===== src/pkg/flow_msg_pkg.sv =====
package flow_msg_pkg;

   // ************************************************************
   // message tags and sizes
   // ************************************************************
   localparam logic [23:0] OPEN_CNF_TAG = 24'h9f8e01;
   localparam logic [23:0] DELETE_REQ_TAG = 24'h9f8e02;
   localparam logic [23:0] DELETE_CNF_TAG = 24'h9f8e03;
   localparam int OPT_BYTES = 8;
   localparam int MSG_BYTES = 18 + OPT_BYTES;
   localparam logic [7:0] HEAD_BYTES = 8'h04;
   localparam logic [7:0] BODY_DENIED = 8'h02;
   localparam logic [7:0] BODY_GRANTED = 8'h06;
   localparam logic [7:0] BODY_IP = 8'h0e;
   localparam logic [7:0] BODY_DELETE = 8'h04;

   // ************************************************************
   // open confirmation status codes
   // ************************************************************
   localparam logic [7:0] CNF_GRANTED = 8'h00;
   localparam logic [7:0] CNF_TOO_MANY = 8'h01;
   localparam logic [7:0] CNF_NO_SERVICE = 8'h02;
   localparam logic [7:0] CNF_NET_DOWN = 8'h03;
   localparam logic [7:0] CNF_NET_BUSY = 8'h04;
   localparam logic [7:0] CNF_MAC_REFUSED = 8'h05;

   // ************************************************************
   // delete confirmation status codes
   // ************************************************************
   localparam logic [7:0] DEL_DONE = 8'h00;
   localparam logic [7:0] DEL_NET_DOWN = 8'h03;
   localparam logic [7:0] DEL_NET_BUSY = 8'h04;
   localparam logic [7:0] DEL_UNKNOWN = 8'h05;
   localparam logic [7:0] DEL_NOT_ALLOWED = 8'h06;

   // ************************************************************
   // flow fields
   // ************************************************************
   localparam logic [7:0] IP_UNICAST_SERVICE = 8'h00;
   localparam logic [7:0] FT_UDP_TCP = 8'h00;
   localparam logic [7:0] FT_UDP_ONLY = 8'h01;
   localparam logic [7:0] FT_TCP_ONLY = 8'h02;
   localparam logic [1:0] FLAGS_RSVD = 2'b00;
   localparam logic [23:0] FIRST_FLOW_IDENTIFIER = 24'h000001;
   localparam logic [23:0] LAST_FLOW_IDENTIFIER = 24'hffffff;
   localparam logic [7:0] OPT_PAD = 8'h00;
   localparam logic [7:0] OPT_END = 8'hff;

   // ************************************************************
   // carriers
   // ************************************************************
   typedef struct packed {
      logic [7:0] service_type;
   } open_req_t;

   typedef struct packed {
      logic [23:0] flow_identifier;
   } delete_req_t;

   typedef struct packed {
      logic [7:0] status;
      logic [31:0] assigned_ip;
      logic [7:0] flow_type;
      logic no_frag;
      logic [12:0] max_pdu;
      logic [7:0] opt_len;
      logic [OPT_BYTES*8-1:0] options;
   } net_answer_t;

endpackage


===== src/core/byte_stream_tx.sv =====
`timescale 1ns/10ps
module byte_stream_tx #(
   parameter int NBYTES = 26
) (
   // clock and reset
   input wire logic clk,
   input wire logic rst_n,
   // message load
   input wire logic load,
   input wire logic [NBYTES*8-1:0] msg,
   input wire logic [7:0] count,
   // byte stream
   output logic tx_valid,
   output logic [7:0] tx_data,
   output logic tx_last,
   input wire logic tx_ready,
   // status
   output logic busy
);

   logic [NBYTES*8-1:0] buf_reg;
   logic [7:0] remain_reg;
   logic [7:0] data_reg;
   logic valid_reg;
   logic last_reg;

   // first byte sits in the top lane; shifting keeps the next one there
   always_ff @(posedge clk or negedge rst_n) begin
      if (!rst_n) begin
         buf_reg <= '0;
         remain_reg <= 8'h00;
         data_reg <= 8'h00;
         valid_reg <= 1'b0;
         last_reg <= 1'b0;
      end else if (load) begin
         buf_reg <= msg << 8;
         data_reg <= msg[NBYTES*8-1 -: 8];
         remain_reg <= count;
         valid_reg <= count != 8'h00;
         last_reg <= count == 8'h01;
      end else if (valid_reg && tx_ready) begin
         if (remain_reg == 8'h01) begin
            valid_reg <= 1'b0;
         end
         data_reg <= buf_reg[NBYTES*8-1 -: 8];
         buf_reg <= buf_reg << 8;
         remain_reg <= remain_reg - 8'h01;
         last_reg <= remain_reg == 8'h02;
      end
   end

   assign tx_valid = valid_reg;
   assign tx_data = data_reg;
   assign tx_last = last_reg;
   assign busy = valid_reg;

endmodule


===== src/core/flow_msg_handler.sv =====
`timescale 1ns/10ps
module flow_msg_handler #(
   parameter int MAX_FLOWS = 4,
   parameter logic [7:0] SERVICE_MASK = 8'hff
) (
   // clock and reset
   input wire logic clk,
   input wire logic rst_n,
   // decoded open requests
   input wire logic open_valid,
   input wire flow_msg_pkg::open_req_t open_req,
   output logic open_ready,
   // decoded deletion requests
   input wire logic del_valid,
   input wire flow_msg_pkg::delete_req_t del_req,
   output logic del_ready,
   // network side
   input wire logic net_up,
   output logic net_open_req,
   output logic [7:0] net_open_service,
   input wire logic ans_valid,
   input wire flow_msg_pkg::net_answer_t ans,
   output logic ans_ready,
   // confirmation byte stream
   output logic tx_valid,
   output logic [7:0] tx_data,
   output logic tx_last,
   input wire logic tx_ready,
   // status
   output logic open_pending
);
   import flow_msg_pkg::*;

   localparam int SLOT_W = $clog2(MAX_FLOWS);
   localparam int CNT_W = $clog2(MAX_FLOWS + 1);

   logic ans_ready_reg;
   logic del_ready_reg;
   logic open_ready_reg;
   logic pending_reg;
   logic [7:0] pend_service_reg;
   logic net_open_req_reg;
   logic [23:0] next_id_reg;
   logic [MAX_FLOWS-1:0] slot_used_reg;
   logic [23:0] slot_id_reg [MAX_FLOWS];
   logic take_ans;
   logic take_del;
   logic take_open;
   logic forward;
   logic load;
   logic ser_busy;
   logic any_grant;
   logic [SLOT_W-1:0] free_slot;
   logic [SLOT_W-1:0] hit_slot;
   logic [CNT_W-1:0] free_cnt;
   logic hit;
   logic svc_ok;
   logic granted;
   logic ip_flow;
   logic [7:0] open_status;
   logic [7:0] del_status;
   logic [7:0] left;
   logic [7:0] opt_len;
   logic [7:0] flow_kind;
   logic [7:0] body_len;
   logic [7:0] msg_len;
   logic [MSG_BYTES*8-1:0] msg;

   // ************************************************************
   // option sanitising
   // ************************************************************
   // walks code/length/data; an end code and all after it become pad,
   // so the byte count promised in the length field still holds
   function automatic logic [OPT_BYTES*8-1:0] clean_options(
      input logic [OPT_BYTES*8-1:0] raw);
      logic [7:0] b;
      logic [7:0] remain;
      logic want_len;
      logic ended;
      logic [OPT_BYTES*8-1:0] res;
      remain = 8'h00;
      want_len = 1'b0;
      ended = 1'b0;
      res = '0;
      for (int i = 0; i < OPT_BYTES; i++) begin
         b = raw[(OPT_BYTES-1-i)*8 +: 8];
         if (ended) begin
            b = OPT_PAD;
         end else if (want_len) begin
            remain = b;
            want_len = 1'b0;
         end else if (remain != 8'h00) begin
            remain = remain - 8'h01;
         end else if (b == OPT_END) begin
            ended = 1'b1;
            b = OPT_PAD;
         end else if (b != OPT_PAD) begin
            want_len = 1'b1;
         end
         res[(OPT_BYTES-1-i)*8 +: 8] = b;
      end
      return res;
   endfunction

   // ************************************************************
   // flow table scan
   // ************************************************************
   always_comb begin
      free_slot = '0;
      hit_slot = '0;
      hit = 1'b0;
      free_cnt = '0;
      for (int i = MAX_FLOWS - 1; i >= 0; i--) begin
         if (!slot_used_reg[i]) begin
            free_slot = SLOT_W'(i);
            free_cnt = free_cnt + CNT_W'(1);
         end
         if (slot_used_reg[i] &&
             slot_id_reg[i] == del_req.flow_identifier) begin
            hit = 1'b1;
            hit_slot = SLOT_W'(i);
         end
      end
   end

   // ************************************************************
   // request decisions
   // ************************************************************
   assign svc_ok = open_req.service_type < 8'h08 &&
                   SERVICE_MASK[open_req.service_type[2:0]];
   // the flow being asked for takes one of the free slots
   assign left = (free_cnt == '0) ? 8'h00 : 8'(free_cnt) - 8'h01;

   always_comb begin
      if (pending_reg) begin
         open_status = CNF_NET_BUSY;
      end else if (free_cnt == '0) begin
         open_status = CNF_TOO_MANY;
      end else if (!svc_ok) begin
         open_status = CNF_NO_SERVICE;
      end else if (!net_up) begin
         open_status = CNF_NET_DOWN;
      end else begin
         open_status = CNF_GRANTED;
      end
   end

   always_comb begin
      if (!net_up) begin
         del_status = DEL_NET_DOWN;
      end else if (hit) begin
         del_status = DEL_DONE;
      end else begin
         del_status = DEL_UNKNOWN;
      end
   end

   assign take_ans = ans_valid && ans_ready_reg;
   assign take_del = del_valid && del_ready_reg;
   assign take_open = open_valid && open_ready_reg;
   assign forward = take_open && open_status == CNF_GRANTED;
   assign granted = ans.status == CNF_GRANTED;
   assign ip_flow = pend_service_reg == IP_UNICAST_SERVICE;
   assign opt_len = (ans.opt_len > 8'(OPT_BYTES)) ? 8'(OPT_BYTES) :
                    ans.opt_len;
   assign flow_kind = (ans.flow_type > FT_TCP_ONLY) ? FT_UDP_TCP :
                      ans.flow_type;
   // an answer with nothing pending is dropped without a message
   assign load = take_del || (take_ans && pending_reg) ||
                 (take_open && !forward);

   always_comb begin
      if (!granted) begin
         body_len = BODY_DENIED;
      end else if (!ip_flow) begin
         body_len = BODY_GRANTED;
      end else begin
         body_len = BODY_IP + opt_len;
      end
   end

   // ************************************************************
   // message assembly
   // ************************************************************
   always_comb begin
      if (take_del) begin
         msg = {DELETE_CNF_TAG, BODY_DELETE, del_req.flow_identifier,
                del_status, {(MSG_BYTES-8)*8{1'b0}}};
         msg_len = HEAD_BYTES + BODY_DELETE;
      end else if (take_ans) begin
         msg = {OPEN_CNF_TAG, body_len, ans.status, left, next_id_reg,
                pend_service_reg, ans.assigned_ip, flow_kind, FLAGS_RSVD,
                ans.no_frag, ans.max_pdu, opt_len,
                clean_options(ans.options)};
         msg_len = HEAD_BYTES + body_len;
      end else begin
         msg = {OPEN_CNF_TAG, BODY_DENIED, open_status, left,
                {(MSG_BYTES-6)*8{1'b0}}};
         msg_len = HEAD_BYTES + BODY_DENIED;
      end
   end

   // ************************************************************
   // request grants
   // ************************************************************
   // one source per message; answers first so a pending open drains
   assign any_grant = ans_ready_reg || del_ready_reg || open_ready_reg;

   always_ff @(posedge clk or negedge rst_n) begin
      if (!rst_n) begin
         ans_ready_reg <= 1'b0;
         del_ready_reg <= 1'b0;
         open_ready_reg <= 1'b0;
      end else begin
         ans_ready_reg <= 1'b0;
         del_ready_reg <= 1'b0;
         open_ready_reg <= 1'b0;
         if (!any_grant && !ser_busy) begin
            if (ans_valid) begin
               ans_ready_reg <= 1'b1;
            end else if (del_valid) begin
               del_ready_reg <= 1'b1;
            end else if (open_valid) begin
               open_ready_reg <= 1'b1;
            end
         end
      end
   end

   // ************************************************************
   // pending open request
   // ************************************************************
   always_ff @(posedge clk or negedge rst_n) begin
      if (!rst_n) begin
         pending_reg <= 1'b0;
         pend_service_reg <= 8'h00;
         net_open_req_reg <= 1'b0;
      end else begin
         net_open_req_reg <= forward;
         if (forward) begin
            pending_reg <= 1'b1;
            pend_service_reg <= open_req.service_type;
         end else if (take_ans) begin
            pending_reg <= 1'b0;
         end
      end
   end

   // ************************************************************
   // flow table and identifiers
   // ************************************************************
   always_ff @(posedge clk or negedge rst_n) begin
      if (!rst_n) begin
         next_id_reg <= FIRST_FLOW_IDENTIFIER;
      end else if (take_ans && pending_reg && granted) begin
         next_id_reg <= (next_id_reg == LAST_FLOW_IDENTIFIER) ? FIRST_FLOW_IDENTIFIER :
                        next_id_reg + 24'h000001;
      end
   end

   always_ff @(posedge clk or negedge rst_n) begin
      if (!rst_n) begin
         slot_used_reg <= '0;
         for (int i = 0; i < MAX_FLOWS; i++) begin
            slot_id_reg[i] <= 24'h000000;
         end
      end else if (take_ans && pending_reg && granted) begin
         slot_used_reg[free_slot] <= 1'b1;
         slot_id_reg[free_slot] <= next_id_reg;
      end else if (take_del && net_up && hit) begin
         slot_used_reg[hit_slot] <= 1'b0;
      end
   end

   // ************************************************************
   // confirmation output
   // ************************************************************
   byte_stream_tx #(
      .NBYTES(MSG_BYTES)
   ) u_tx (
      .clk(clk),
      .rst_n(rst_n),
      .load(load),
      .msg(msg),
      .count(msg_len),
      .tx_valid(tx_valid),
      .tx_data(tx_data),
      .tx_last(tx_last),
      .tx_ready(tx_ready),
      .busy(ser_busy)
   );

   assign open_ready = open_ready_reg;
   assign del_ready = del_ready_reg;
   assign ans_ready = ans_ready_reg;
   assign net_open_req = net_open_req_reg;
   assign net_open_service = pend_service_reg;
   assign open_pending = pending_reg;

endmodule


===== config.mk =====
export PLATFORM = sky130hd
export DESIGN_NAME = flow_msg_handler
export DESIGN_NICKNAME = d
export VERILOG_FILES = /design/src/pkg/flow_msg_pkg.sv /design/src/core/byte_stream_tx.sv /design/src/core/flow_msg_handler.sv
export SDC_FILE = /design/constraint.sdc
export NUM_CORES = 1
export LEC_CHECK = 0
export ABC_CLOCK_PERIOD_IN_PS = 9300
export BUFFER_PORTS_ARGS = -buffer_cell sky130_fd_sc_hd__buf_2
export CORE_ASPECT_RATIO = 1.4
export CORE_MARGIN = 2
export CORE_UTILIZATION = 45
export CTS_BUF_LIST = sky130_fd_sc_hd__clkbuf_8
export DETAILED_ROUTE_END_ITERATION = 10
export PLACE_DENSITY = 0.71
export SETUP_SLACK_MARGIN = 0.05
export SYNTH_ARGS = -nofsm -noshare
export SYNTH_HDL_FRONTEND = slang
export SYNTH_HIERARCHICAL = 1
export SYNTH_SLANG_ARGS = --single-unit

===== constraint.sdc =====
create_clock -name clk -period 9.3 [get_ports clk]
set_clock_uncertainty 0.05 [all_clocks]
set_input_delay 0.93 -clock clk [delete_from_list [all_inputs] [get_ports clk]]
set_output_delay 0.93 -clock clk [all_outputs]
set_load 0.01 [all_outputs]

* Word-level counts from Yosys, hierarchy flattened
Memories as Yosys holds them, arrays and structs flattened. Cells that the tools add are included.
Storage, ports and cells: register bits after elaboration 363, bits in read-only memories 8, input port bits 173, output and inout bits 23, logic and storage cells 314, memories 1
Memory list:
- (no name shown) | depth 8, width 1, rd ports 1, clocked after memory_dff 0, write ports 0, line flow_msg_handler.sv:130 | SERVICE_MASK[open_req.service_type[2:0]];
Cells by class: $add $sub $neg 13, $lt $le $gt $ge 10, eq/ne operators 16, muxes and demuxes 204, bitwise gates (word level) 4, reduce and logical (&&, ||, !) cells 49
Operators by type and width (number):
- 2-to-1 mux 8 bit | 68
- 2-to-1 mux 208 bit | 2
- 2-to-1 mux 186 bit | 1
- 2-to-1 mux 184 bit | 1
- nonzero test 8 bit | 14
- 2-to-1 mux 1 bit | 107
- bitwise mux 96 bit | 1
- equality test 24 bit | 4
- equality test 8 bit, second input constant | 8
- demux 24 bit (select 2 bit) | 1
- 2-to-1 mux 24 bit | 2
- subtractor 8 x 1 -> 8 bit, second input constant | 6
- adder 24 x 1 -> 24 bit, second input constant | 1
- equality test 24 bit, second input constant | 1
- logical NOT 8 bit | 3
- 2-to-1 mux 2 bit | 11
- logical AND 1 bit | 19
- 2-to-1 mux 3 bit | 6
- equality test 8 x 1 -> 1 bit, second input constant | 2
- adder 3 x 1 -> 3 bit, second input constant | 3
- adder 3 x 8 -> 8 bit, first input constant | 1
- adder 4 x 8 -> 8 bit, first input constant | 1
- equality test 8 x 2 -> 1 bit, second input constant | 1
- > comparator 8 x 2 -> 1 bit, second input constant | 1
- other kinds (19) | 31

* Longest topological paths before layout
word-level depth 46, mapped depth 37

* Hierarchy
The synthesis kept the hierarchy.
By module, submodules not included:
- flow_msg_handler | times used 1, cells each 1173, area an instance 10462.5 um^2
- byte_stream_tx | times used 1, cells each 969, area an instance 9964.6 um^2

* Worst setup path after synthesis
Ideal clock, no wire load.
kind input -> register, start input port ans[56] in the netlist's numbering, end register u_tx.buf_reg[10], setup time 0.133 ns, arrival 8.568 ns, data required time 9.117 ns, path slack 0.549 ns, cell stages on the path 35, buffers on the path 3, cells stage by stage or4_1 > nor2_1 > clkbuf_1 > nor2_1 > nand2_1 > ha_1 > clkbuf_1 > or4b_2 > nor2_1 > o21ai_0 > a32oi_1 > nand2_1 > inv_1 > ha_1 > o21a_1 > nand3_1 > a211oi_2 > ha_1 > nand2_1 > nor3_1 > and3_1 > buf_4 > mux2i_1 > ha_1 > inv_1 > nor3_4 > and3_2 > o311ai_4 > ha_1 > o311ai_0 > or3_4 > a311oi_4 > nor2_1 > nand2_1 > o21ai_0
Between the ends: longest elaborated chain between the ends 46, elaborated cells on any way between the ends 113
Ends and longest elaborated chain:
- from (decl) | line flow_msg_handler.sv:22 | input wire flow_msg_pkg::net_answer_t ans,
- nonzero test 8 bit | line flow_msg_handler.sv:97 | end else if (b != OPT_PAD) begin
- 2-to-1 mux 1 bit | line flow_msg_handler.sv:97
- 2-to-1 mux 1 bit | line flow_msg_handler.sv:94 | end else if (b == OPT_END) begin
- 2-to-1 mux 1 bit | line flow_msg_handler.sv:190 | end else if (take_ans) begin
- 2-to-1 mux 1 bit | line flow_msg_handler.sv:186 | if (take_del) begin
- 2-to-1 mux 8 bit | line flow_msg_handler.sv:89 | end else if (want_len) begin
- 2-to-1 mux 8 bit | line flow_msg_handler.sv:87 | if (ended) begin
- 2-to-1 mux 8 bit | line flow_msg_handler.sv:190
- (+31 left out)
- nonzero test 8 bit | line flow_msg_handler.sv:92 | end else if (remain != 8'h00) begin
- 2-to-1 mux 8 bit | line flow_msg_handler.sv:92
- 2-to-1 mux 8 bit | line flow_msg_handler.sv:89
- 2-to-1 mux 8 bit (*) | line flow_msg_handler.sv:87
- 2-to-1 mux 184 bit (*) | line flow_msg_handler.sv:190
- 2-to-1 mux 186 bit (*) | line flow_msg_handler.sv:186
- named net msg[2] | line flow_msg_handler.sv:67 | logic [MSG_BYTES*8-1:0] msg;
- 2-to-1 mux 208 bit (*) | line byte_stream_tx.sv:35 | end else if (load) begin
- to (signal assigned) | line byte_stream_tx.sv:36 | buf_reg <= msg << 8;
- to (signal assigned) | line byte_stream_tx.sv:46 | buf_reg <= buf_reg << 8;
- to (decl) | line byte_stream_tx.sv:21 | logic [NBYTES*8-1:0] buf_reg;
Mark *: on every way through the listed nets, which the timed path passes. The rest lies on a longest branch. The select of a mux whose other input is x is not followed. A chain may end at the register's enable or synchronous reset.

* Worst setup path after layout
start input port ans[56] in the netlist's numbering, end register u_tx.buf_reg[8]
The elaborated chain is that of the path after synthesis.

==> flow_summary_export.csv <==
group,metric,value,unit
outcome,outcome,"finished, final reports clean",
yosys,synth-main-ff-cell,"dfrtp_1",
cts,cts_resized,0,
yosys,synth_async_sr_flop_share,100,%
finish,final_common_cell,"dfrtp_1",
place,place_congestion,0.918,
floorplan,die_h,256,microns
floorplan,ios,196,
cts,cts_root_buffer,"clkbuf_8",
timing,worst_hold_slack,0.313,ns
setup_path,critPathCapture,"u_tx/buf_reg[8]",
detailed_routing,vias,16784,
setup_path,critPathTopFamily,"simple AND/OR/NAND/NOR gates",
yosys,synth_seq_area_share,43.5,%
setup_path,critPathKind,"input port to flop",
setup_path,r2r-end,"u_tx/buf_reg[27]",
detailed_routing,first_iter_violations,1462,
yosys,synth_seq_cells,355,
yosys,yosys_warnings,6,
finish,nNetsFinal,2481,
setup_path,max_stage_delay,0.63,ns
setup_path,reg2reg_from,"slot_used_reg[3]",
power,vdd_ir_drop_max,139,uV
power,cellPowerDensity,203,nW/um^2
floorplan,die_x,184,microns
setup_path,critPathRequiredTime,9.70,ns
setup_path,cp.depth,35,
power,p_leak,0.0108,uW
timing,tightest_slew,1.20,ns
finish,area_delta_synth_final,12.5,%
cts,cts.path.max_buffers,3,
cts,numCtsBuffers,55,
setup_path,r2r_cells,12,
grt,grt_pass1_vias,16717,
detailed_routing,antenna_left,0,
detailed_routing,dr.pass1.iters,6,
detailed_routing,post_drt_wl_per_cell,20.6,microns
yosys,postSynthCellCount,2142,
cts,clkSlewWorstSetupHoldPaths,0.07,ns
finish,drive_above_1_share,18.8,%
yosys,netlist_area,20400,sq um
setup_path,crit_path_start_kind,"input port",
setup_path,crit_top_cell,"ha_1",
cts,cts_max_level,2,
timing,hold_viol,0,
setup_path,cp.arrival,8.71,ns
place,dp_hpwl,42.8,mm
timing,fmax,120,MHz
flow_run,maxCapViolCount,0,
setup_path,crit_buf_inv,5,
detailed_routing,wl,59.7,mm
power,power,4660,uW
detailed_routing,route.detailed.drc,0,
timing,slew_headroom,19.9,%
finish,largest_register_ffs,200,
cts,postCtsHoldBufs,0,
grt,track_usage,25.0,%
grt,grt_overflow_total,0,
floorplan,rows,92,
finish,layout_common_cells,"354 x dfrtp_1, 308 x nand2_1, 240 x o21ai_0, 204 x mux2i_1, 194 x buf_2",
setup_path,r2r_slack,4.73,ns
grt,grt_pass1_wl,93.2,mm
timing,tns,0,ns
hold_path,hold_class,"input port to async pin",
floorplan,start_util,45.5,%
grt,grt_max_degree,318,
yosys,synth_area_per_cell,9.54,sq um
yosys,synth_edf_count,0,
floorplan,core,44900,sq um
grt,antenna_found_initial,1,
finish,design_area,23000,sq um
cts,cts.sinks,355,
finish,fillers,4119,
setup_path,crit_path_end_kind,"flop",
timing,grt_setup_unrepaired,"false",
cts,cts_tree,"built",
timing,maxSlewViolCount,0,
setup_path,cp-startpoint,"ans[56]",
place,io_buffers,195,
timing,final-setup-viol-count,0,
setup_path,path_max_fanout,9,
timing,fin_crit_sh,89.4,%
cts,clock_latency,0.62,ns
detailed_routing,viasPerCell,5.80,
setup_path,crit_slowest_cell,"or4b_2",
timing,min_period,8.32,ns
place,placed_cell_area,21800,sq um
floorplan,dieArea,47100,sq um
cts,cts_setup_buffers,0,
yosys,synth_cell_types,91,
layer usage:
metal  vias up  global-route usage (%)  part of all wire, %
li1       7850                       -                    -
met1      8188                    31.7                   41
met2       579                    41.8                   49
met3       167                    3.51                  5.4
met4         0                    12.3                  5.3
met5         -                       0                    0
stage by stage:
stage | util [%] | setup slack [ns] | std cells
after floorplan | - | 0.549 | 2182
after global placement | 48.6 | 0.688 | 2795
after detailed placement | 48.6 | 0.445 | 2795
after CTS | 51.2 | 1.10 | 2892
after global routing | 51.2 | 0.406 | 2893
final | 51.2 | 0.981 | 2894
worst min path at each step:
stage | startpoint | to | slack [ns] | depth (start not counted)
global route | rst_n | net_open_service[5] | 0.40 | 1
finish | rst_n | net_open_service[5] | 0.31 | 1
global placement | slot_id_reg[1] | slot_id_reg[1] | 0.44 | 2
floorplan | slot_id_reg[10] | slot_id_reg[10] | 0.42 | 2
CTS | rst_n | net_open_service[5] | 0.38 | 1
detailed placement | slot_id_reg[10] | slot_id_reg[10] | 0.45 | 2
Yosys cell counts (21+ instances only):
cell type,number,share of area [%]
inv_1,28,0.51
nand2_1,309,5.7
o21ai_0,240,5.9
and3_1,116,3.6
mux2i_1,204,10
nand3_1,32,0.78
xor2_1,75,3.2
clkbuf_1,134,2.5
nor4_1,29,0.89
nand4_1,36,1.1
buf_2,25,0.61
nor3_1,21,0.51
mux2_2,96,5.3
xnor2_1,53,2.3
dfrtp_1,354,43
and2_1,41,1.3
nor2_1,78,1.4
worst reg2reg max path, cell delays in order, from the launching register on:
cell      delay (ns)
dfrtp_1         0.40
inv_1           0.10
ha_1            0.32
xnor2_1         0.24
ha_1            0.27
mux2i_1         0.17
ha_1            0.20
ha_1            0.30
nor3_1          0.08
o211ai_1        0.26
buf_12          0.70
buf_4           0.98
o21ai_0         0.30
power by group:
part / switching (uW) / total [uW] / leakage [uW] / internal [uW]
Sequential: 262 / 2160 / 0.00485 / 1890
Combinational: 653 / 1130 / 0.00527 / 478
Clock: 629 / 1380 / 0.000646 / 746
Total: 1540 / 4660 / 0.0108 / 3120
cell families after synthesis:
family / synth area share (%)
buffers and inverters: 4.02
other: 0.0368
AOI/OAI and AO/OA: 12.0
and+or+nand+nor: 18.4
adders and majority gates: 1.23
DFF: 43.5
xor gates and xnor gates: 5.49
muxes: 15.4
final cells by class:
type                       count  area (sq um)  area share (%)
multi-input combinational   1626         10900            47.5
sequential                   355          8880            38.7
timing repair buffer         219          1190            5.19
clock buffer                  72           991            4.31
tap                          564           706            3.07
clock inverter                25           169           0.735
inverter                      31           116           0.507
antenna                        2          5.00          0.0218
Power figures use the tool's default switching activity.
